`config.mk`:
```
export PLATFORM = sky130hd
export DESIGN_NAME = mode_register_access_unit
export DESIGN_NICKNAME = d
export VERILOG_FILES = /design/src/hdl/mode_register_access_unit.v /design/src/hdl/link_sync.v
export VERILOG_INCLUDE_DIRS = /design/src /design/src/hdl
export SDC_FILE = /design/constraint.sdc
export NUM_CORES = 1
export LEC_CHECK = 0
export BUFFER_PORTS_ARGS = -buffer_cell sky130_fd_sc_hd__buf_4
export CORE_ASPECT_RATIO = 0.5
export CORE_UTILIZATION = 56
export DETAILED_ROUTE_END_ITERATION = 10
export PLACE_DENSITY = 0.75
export RECOVER_POWER = 25
export SLEW_MARGIN = 20
export SYNTH_ARGS = -nofsm -noshare
export SYNTH_HDL_FRONTEND = slang
export SYNTH_SLANG_ARGS = --single-unit
```
`constraint.sdc`:
```
create_clock -name clk -period 3 [get_ports clk]
set_clock_uncertainty 0.2 [all_clocks]
set_input_delay 0.15 -clock clk [delete_from_list [all_inputs] [get_ports clk]]
set_output_delay 0.15 -clock clk [all_outputs]
set_load 0.02 [all_outputs]
```
`src/hdl/mode_reg_regs.vh`:
```
`ifndef MODE_REG_REGS_VH
`define MODE_REG_REGS_VH
// Command decode on rising-edge CA[3:0]
`define CMD_MR_READ 4'h8
`define CMD_MR_WRITE 4'h0
// Register addresses
`define ADDR_TEMP_STATUS 8'h04
`define ADDR_CAL_A 8'h20
`define ADDR_CAL_B 8'h28
`define ADDR_SOFT_RESET 8'h3F
// Writable register file range
`define WR_FIRST 8'h01
`define WR_LAST 8'h1F
// Calibration patterns, beat 0 in bit 0
`define CAL_A_PATTERN 4'h5
`define CAL_B_PATTERN 4'hC
// Timing
`define CLK_PERIOD_NS 5
`define TEMP_UPDATE_INTERVAL_MS 32
`define TEMP_UPDATE_CYCLES 32'd6_400_000
`define SOFT_RESET_INIT_TIME_US 1
`define SOFT_RESET_INIT_CYCLES ((`SOFT_RESET_INIT_TIME_US*1000)/`CLK_PERIOD_NS)
`define REG_READ_CMD_PERIOD 2
`define REG_WRITE_CMD_PERIOD 5
`define READ_LATENCY 3
`define MR_BURST_BEATS 4
`endif

```
`src/hdl/mode_register_access_unit.v`:
```
`timescale 1ns/1ps
`include "mode_reg_regs.vh"
module mode_register_access_unit #(
	parameter DQ_WIDTH = 16,
	parameter READ_LATENCY = `READ_LATENCY,
	parameter WRITE_PERIOD = `REG_WRITE_CMD_PERIOD,
	parameter [31:0] TEMP_UPDATE_CYCLES = `TEMP_UPDATE_CYCLES,
	parameter [31:0] INIT_CYCLES = `SOFT_RESET_INIT_CYCLES
) (
	input wire clk,
	input wire rst,
	input wire link_ck,
	input wire cs_n,
	input wire [9:0] ca,
	input wire [2:0] temp_sensor,
	input wire banks_active,
	output reg [DQ_WIDTH-1:0] dq_out,
	output reg dq_oe,
	output reg [DQ_WIDTH/8-1:0] dqs_out,
	output reg dqs_oe,
	output wire busy,
	output wire init_busy
);
	localparam LANES = DQ_WIDTH / 8;
	localparam ST_IDLE = 4'b0001;
	localparam ST_LAT = 4'b0010;
	localparam ST_BURST = 4'b0100;
	localparam ST_INIT = 4'b1000;

	// ************************************
	// Input synchronisation
	// ************************************
	wire [14:0] sync_q;
	link_sync #(.WIDTH(15)) u_sync (
		.clk(clk),
		.rst(rst),
		.d({temp_sensor, banks_active, link_ck, cs_n, ca[8:0]}),
		.q(sync_q)
	);
	// ca[9] not synchronised alongside; add separately
	reg ca9_meta_reg;
	reg ca9_reg;
	always @(posedge clk) begin
		if (rst) begin
			ca9_meta_reg <= 1'b0;
			ca9_reg <= 1'b0;
		end else begin
			ca9_meta_reg <= ca[9];
			ca9_reg <= ca9_meta_reg;
		end
	end
	wire [9:0] ca_s = {ca9_reg, sync_q[8:0]};
	wire cs_n_s = sync_q[9];
	wire ck_s = sync_q[10];
	wire act_s = sync_q[11];
	wire [2:0] temp_s = sync_q[14:12];

	reg ck_d_reg;
	always @(posedge clk) begin
		if (rst)
			ck_d_reg <= 1'b0;
		else
			ck_d_reg <= ck_s;
	end
	wire ck_rise = ck_s & ~ck_d_reg;
	wire ck_fall = ~ck_s & ck_d_reg;

	// ************************************
	// Command capture
	// ************************************
	reg [3:0] state_reg;
	reg pend_rd_reg;
	reg pend_wr_reg;
	reg [5:0] addr_hi_reg;
	reg [3:0] hold_reg;
	reg [3:0] lat_reg;
	reg [2:0] beat_reg;
	reg [31:0] init_cnt_reg;
	reg [7:0] rdata_reg;
	reg cal_reg;
	reg [3:0] cal_pat_reg;
	reg [7:0] regfile [0:31];
	reg [2:0] temp_status_reg;
	reg [31:0] tsi_cnt_reg;
	integer i;
	// Command period as a plain count, sliced to the counter
	localparam READ_HOLD = `REG_READ_CMD_PERIOD;

	// ************************************
	// Address decoding
	// ************************************
	// Temperature slot stays read-only
	function is_writable;
		input [7:0] a;
		begin
			is_writable = (a >= `WR_FIRST) && (a <= `WR_LAST) &&
				(a != `ADDR_TEMP_STATUS);
		end
	endfunction

	// Calibration slots answer with a fixed pattern
	function is_cal;
		input [7:0] a;
		begin
			is_cal = (a == `ADDR_CAL_A) || (a == `ADDR_CAL_B);
		end
	endfunction

	// Status in low bits; unmapped slots read zero
	function [7:0] read_value;
		input [7:0] a;
		input [2:0] temp;
		input [7:0] stored;
		begin
			if (a == `ADDR_TEMP_STATUS)
				read_value = {5'b0_0000, temp};
			else if (is_writable(a))
				read_value = stored;
			else
				read_value = 8'h00;
		end
	endfunction

	wire [7:0] addr_full = {addr_hi_reg, ca_s[1:0]};
	wire rd_cmd = ck_rise & ~cs_n_s & (ca_s[3:0] == `CMD_MR_READ);
	wire wr_cmd = ck_rise & ~cs_n_s & (ca_s[3:0] == `CMD_MR_WRITE);

	assign busy = (state_reg != ST_IDLE) | (hold_reg != 4'h0);
	assign init_busy = (state_reg == ST_INIT);

	// ************************************
	// Beat words per byte lane
	// ************************************
	// Pattern bit for the beat about to be driven
	wire cal_bit = (state_reg == ST_LAT) ? cal_pat_reg[0] :
		cal_pat_reg[beat_reg[1:0] + 2'd1];
	wire [DQ_WIDTH-1:0] first_word;
	wire [DQ_WIDTH-1:0] cal_word;
	genvar g;
	generate
		for (g = 0; g < LANES; g = g + 1) begin : g_lane
			// Upper lanes get a defined zero filler
			if (g == 0) begin : g_low
				assign first_word[7:0] = rdata_reg;
			end else begin : g_up
				assign first_word[g*8 +: 8] = 8'h00;
			end
			assign cal_word[g*8 +: 8] = {8{cal_bit}};
		end
	endgenerate

	// ************************************
	// Register access sequencer
	// ************************************
	always @(posedge clk) begin
		if (rst) begin
			state_reg <= ST_INIT;
			pend_rd_reg <= 1'b0;
			pend_wr_reg <= 1'b0;
			addr_hi_reg <= 6'h00;
			hold_reg <= 4'h0;
			lat_reg <= 4'h0;
			beat_reg <= 3'd0;
			init_cnt_reg <= 32'h0000_0000;
			rdata_reg <= 8'h00;
			cal_reg <= 1'b0;
			cal_pat_reg <= 4'h0;
			dq_out <= {DQ_WIDTH{1'b0}};
			dq_oe <= 1'b0;
			dqs_out <= {LANES{1'b0}};
			dqs_oe <= 1'b0;
			for (i = 0; i < 32; i = i + 1)
				regfile[i] <= 8'h00;
		end else begin
			if (ck_rise && hold_reg != 4'h0)
				hold_reg <= hold_reg - 4'h1;
			case (state_reg)
			ST_INIT: begin
				dq_oe <= 1'b0;
				dqs_oe <= 1'b0;
				pend_rd_reg <= 1'b0;
				pend_wr_reg <= 1'b0;
				if (init_cnt_reg >= INIT_CYCLES) begin
					init_cnt_reg <= 32'h0000_0000;
					state_reg <= ST_IDLE;
				end else
					init_cnt_reg <= init_cnt_reg + 32'h0000_0001;
			end
			ST_IDLE: begin
				if (hold_reg == 4'h0 && (rd_cmd || wr_cmd)) begin
					addr_hi_reg <= ca_s[9:4];
					pend_rd_reg <= rd_cmd;
					pend_wr_reg <= wr_cmd;
				end
				if (ck_fall && (pend_rd_reg || pend_wr_reg)) begin
					pend_rd_reg <= 1'b0;
					pend_wr_reg <= 1'b0;
					if (pend_rd_reg) begin
						hold_reg <= READ_HOLD[3:0];
						lat_reg <= READ_LATENCY[3:0];
						state_reg <= ST_LAT;
						cal_reg <= is_cal(addr_full);
						cal_pat_reg <= (addr_full == `ADDR_CAL_A) ?
							`CAL_A_PATTERN : `CAL_B_PATTERN;
						rdata_reg <= read_value(addr_full,
							temp_status_reg, regfile[addr_full[4:0]]);
					end else begin
						hold_reg <= WRITE_PERIOD[3:0];
						if (addr_full == `ADDR_SOFT_RESET) begin
							for (i = 0; i < 32; i = i + 1)
								regfile[i] <= 8'h00;
							state_reg <= ST_INIT;
						end else if (is_writable(addr_full))
							regfile[addr_full[4:0]] <= ca_s[9:2];
					end
				end
			end
			ST_LAT: begin
				// Wait read latency in link cycles
				if (ck_rise) begin
					if (lat_reg <= 4'h1) begin
						state_reg <= ST_BURST;
						beat_reg <= 3'd0;
						dq_oe <= 1'b1;
						dqs_oe <= 1'b1;
						dqs_out <= {LANES{1'b1}};
						// Register value on the low lane
						dq_out <= cal_reg ? cal_word : first_word;
					end else
						lat_reg <= lat_reg - 4'h1;
				end
			end
			ST_BURST: begin
				// Four beats, one per link edge
				if (ck_rise || ck_fall) begin
					if (beat_reg == 3'd3) begin
						state_reg <= ST_IDLE;
						dq_oe <= 1'b0;
						dqs_oe <= 1'b0;
						dqs_out <= {LANES{1'b0}};
					end else begin
						beat_reg <= beat_reg + 3'd1;
						dqs_out <= ~dqs_out;
						dq_out <= cal_reg ? cal_word : {DQ_WIDTH{1'b0}};
					end
				end
			end
			default: state_reg <= ST_IDLE;
			endcase
		end
	end

	// ************************************
	// Temperature status refresh
	// ************************************
	// Periodic update, bounded by interval
	always @(posedge clk) begin
		if (rst) begin
			tsi_cnt_reg <= 32'h0000_0000;
			temp_status_reg <= 3'b000;
		end else if (tsi_cnt_reg >= TEMP_UPDATE_CYCLES - 32'h0000_0001) begin
			tsi_cnt_reg <= 32'h0000_0000;
			temp_status_reg <= temp_s;
		end else
			tsi_cnt_reg <= tsi_cnt_reg + 32'h0000_0001;
	end
	// Bank-active input only observed, kept for future checks
	wire unused_act = act_s;
endmodule

```
`src/hdl/link_sync.v`:
```
`timescale 1ns/1ps
module link_sync #(
	parameter WIDTH = 1
) (
	clk,
	rst,
	d,
	q
);
	input wire clk;
	input wire rst;
	input wire [WIDTH-1:0] d;
	output reg [WIDTH-1:0] q;
	reg [WIDTH-1:0] meta_reg;

	// Two flops; only q is used downstream
	always @(posedge clk) begin
		if (rst) begin
			meta_reg <= {WIDTH{1'b0}};
			q <= {WIDTH{1'b0}};
		end else begin
			meta_reg <= d;
			q <= meta_reg;
		end
	end
endmodule

```
==> flow_metrics.env <==
export IMPL_status="complete, no violations"
export IMPL_max_freq_ghz=0.362
export IMPL_synthArstFlopShare_pct=0
export IMPL_cts_setup_buffers=0
export IMPL_finalMaxSlewViolations=0
export IMPL_port_buffers=38
export IMPL_cp_cell_sequence="nand3_1 > nor3_1 > buf_4 > a21oi_2 > buf_4 > o21ai_0 > buf_4"
export IMPL_ys_seq_area_share_pct=61.4
export IMPL_die_area_sq_um=31500
export IMPL_grt_max_degree=59
export IMPL_cap_violations=0
export IMPL_maxSlewHeadroom_pct=20.2
export IMPL_finalHoldWorstSlack_ps=183
export IMPL_n_antenna_cell=0
export IMPL_grt_pass1_vias=11100
export IMPL_die_h_microns=126
export IMPL_clock_sinks=401
export IMPL_htree_levels=2
export IMPL_ios=40
export IMPL_syn_inst=1343
export IMPL_drtIter0Drc=1299
export IMPL_crit_path_start_kind="register"
export IMPL_antenna_found_initial=0
export IMPL_yosys_register_bits=401
export IMPL_hold_viol_final=0
export IMPL_critPathKind="register to register"
export IMPL_drc=0
export IMPL_cts_tree="built"
export IMPL_ys_flop_type="edfxtp_1"
export IMPL_insertion_delay_ps=530
export IMPL_power_density_nw_per_um2=574
export IMPL_period_minus_slack_ps=2760
export IMPL_crit_path_top_delay_cell="a21oi_2"
export IMPL_irDropWorstVdd_v=0.000298
export IMPL_area_growth_pct=13.9
export IMPL_hold_class="primary input to register"
export IMPL_critical_path_most_common_cell="buf_4"
export IMPL_gp_congestion=0.888
export IMPL_cpPeakStageDelay_ps=700
export IMPL_synth_cell_types=71
export IMPL_stdcell_area_sq_um=19600
export IMPL_start_util_pct=58.2
export IMPL_drt_pass1_iter_count=5
export IMPL_worstRegToRegCells=7
export IMPL_root_buffer="clkbuf_16"
export IMPL_drive_gt1_share_pct=15.2
export IMPL_crit_fanout=20
export IMPL_ant_nets=0
export IMPL_routed_via_count=11100
export IMPL_syn_mean_instance_area_sq_um=12.8
export IMPL_fin_tns_setup_ps=0
export IMPL_crit_path_end_kind="register"
export IMPL_post_route_period_util_pct=92.1
export IMPL_numCtsBuffers=35
export IMPL_post_drt_wl_per_cell_microns=21.0
export IMPL_cp_depth=7
export IMPL_holdPathStages=3
export IMPL_cp_num_buf_inv=3
export IMPL_finalNetCount=1487
export IMPL_avgViaCountPerCell=5.93
export IMPL_ys_warn_count=0
export IMPL_synth_edf_count=256
export IMPL_rsz0062_at_grt="false"
export IMPL_core_area_sq_um=29600
export IMPL_grt_overflow_total=0
export IMPL_synth_area_sq_um=17200
export IMPL_grt_usage_pct=25.9
export IMPL_final_setup_viol_count=0
export IMPL_power_w=0.0113
export IMPL_clk_pin_slew_ps=70
export IMPL_crit_arrival_ps=2850
export IMPL_leakage_nw=7.13
export IMPL_place_area_sq_um=18400
export IMPL_clock_path_buffers=3
export IMPL_hpwlAfterDp_mm=26.3
export IMPL_grt_pass1_wl_mm=62.7
export IMPL_worst_pin_slew_ps=1200
export IMPL_drt_total_wl_mm=39.4
export IMPL_cp_top_family="compound AO/OA/AOI/OAI gates"
export IMPL_die_w_microns=250
export IMPL_rows=44
export IMPL_required_ps=3090
export IMPL_largest_register_ffs=256
[timing repair]
action	4_1_cts	5_1_grt
hold buffers	26	0
resized for setup	0	0
hold endpoints to repair	30	0
[area by class of cell]
type | instances | area, sq um
clock buffer | 57 | 1070
inverter | 17 | 68.8
fill | 2075 | 9990
sequential | 401 | 10600
timing repair buffer | 151 | 1100
clock inverter | 6 | 77.6
tap | 391 | 489
multi-input combinational | 853 | 6230
[power breakdown]
part / total (W) / leakage (nW) / switching (W) / internal (W)
logic: 0.000584 / 2.76 / 0.000340 / 0.000244
clock network: 0.00461 / 0.559 / 0.00198 / 0.00263
registers: 0.00608 / 3.81 / 0.0000694 / 0.00601
[tightest hold or removal path, stage by stage]
cell and delay, ps:
dlygate4sd3_1 530, buf_4 90, nor2b_1 110
[routing by layer]
metal	share of wire [%]	wire length [microns]	track usage [%]
met5	0	0	0
met4	2.1	841	6.42
met3	8.9	3500	6.10
met2	47	18400	41.7
met1	42	16700	35.9
[kinds of logic (layout without fill, tap and decap cells)]
family / after synthesis / after routing / synth area share [%]
AOI/OAI and AO/OA: 152 / 152 / 5.60
DFF: 401 / 401 / 61.4
adders and majority gates: 10 / 10 / 0.726
xor gates and xnor gates: 24 / 24 / 1.22
buffers and inverters: 113 / 231 / 2.90
other: 1 / 25 / 0.0218
and+or+nand+nor: 556 / 556 / 18.4
muxes: 86 / 86 / 9.72
[path summary, 6_finish.rpt]
path / start / end / slack [ps]
setup / recovery: u_sync.q[0] / regfile[10][4] / 240
setup reg to reg: u_sync.q[0] / regfile[10][4] / 240
hold / removal: ca[4] / u_sync.meta_reg[4] / 180
hold reg to reg: u_sync.meta_reg[14] / u_sync.q[14] / 240
[per-stage QoR]
step           cells  util [%]  setup WS, ps
2_1_floorplan   1367         -           134
3_3_place_gp    1787      62.0           356
3_5_place_dp    1787      62.0           250
4_1_cts         1876      66.8           224
5_1_grt         1876      66.3          39.9
6_report        1876      66.3           236
[layout by cell type (no fill, tap or decap), types with 10 or more instances in the layout]
| master | count |
|---|---|
| clkbuf_1 | 47 |
| nor3_1 | 34 |
| a21oi_1 | 38 |
| buf_4 | 88 |
| o21ai_0 | 46 |
| nand2_1 | 23 |
| dlygate4sd3_1 | 26 |
| dfxtp_1 | 144 |
| nand3b_1 | 10 |
| conb_1 | 25 |
| clkbuf_16 | 39 |
| xnor2_1 | 12 |
| nor2_1 | 112 |
| and2_0 | 27 |
| nand3_1 | 26 |
| mux4_2 | 65 |
| nor4_1 | 17 |
| ha_1 | 10 |
| edfxtp_1 | 256 |
| inv_1 | 15 |
| and2_1 | 212 |
| xor2_1 | 12 |
| nor2b_1 | 37 |
| a211oi_1 | 13 |
| mux2i_1 | 20 |
| a22oi_1 | 10 |
| and3_1 | 11 |
| nand4_1 | 11 |
[Yosys cell counts (7+ instances only)]
master	number	area share (%)
nor2b_1	37	1.3
o21ai_0	45	1.3
inv_1	15	0.33
nand2b_1	7	0.25
and3_1	11	0.40
nand3_1	26	0.76
nor4_1	17	0.62
nand3b_1	10	0.44
dfxtp_1	145	17
a22oi_1	10	0.44
edfxtp_1	256	45
mux4_2	65	8.5
buf_2	12	0.35
and2_1	238	8.6
clkbuf_1	66	1.4
nand4_1	10	0.36
nand2_1	23	0.50
xnor2_1	12	0.61
a21oi_1	39	1.1
a211o_1	7	0.36
mux2i_1	20	1.2
nor2_1	112	2.4
a211oi_1	13	0.57
ha_1	10	0.73
xor2_1	12	0.61
buf_4	9	0.39
nor3_1	34	0.99
Note: power is estimated with default switching activity, not from simulation.
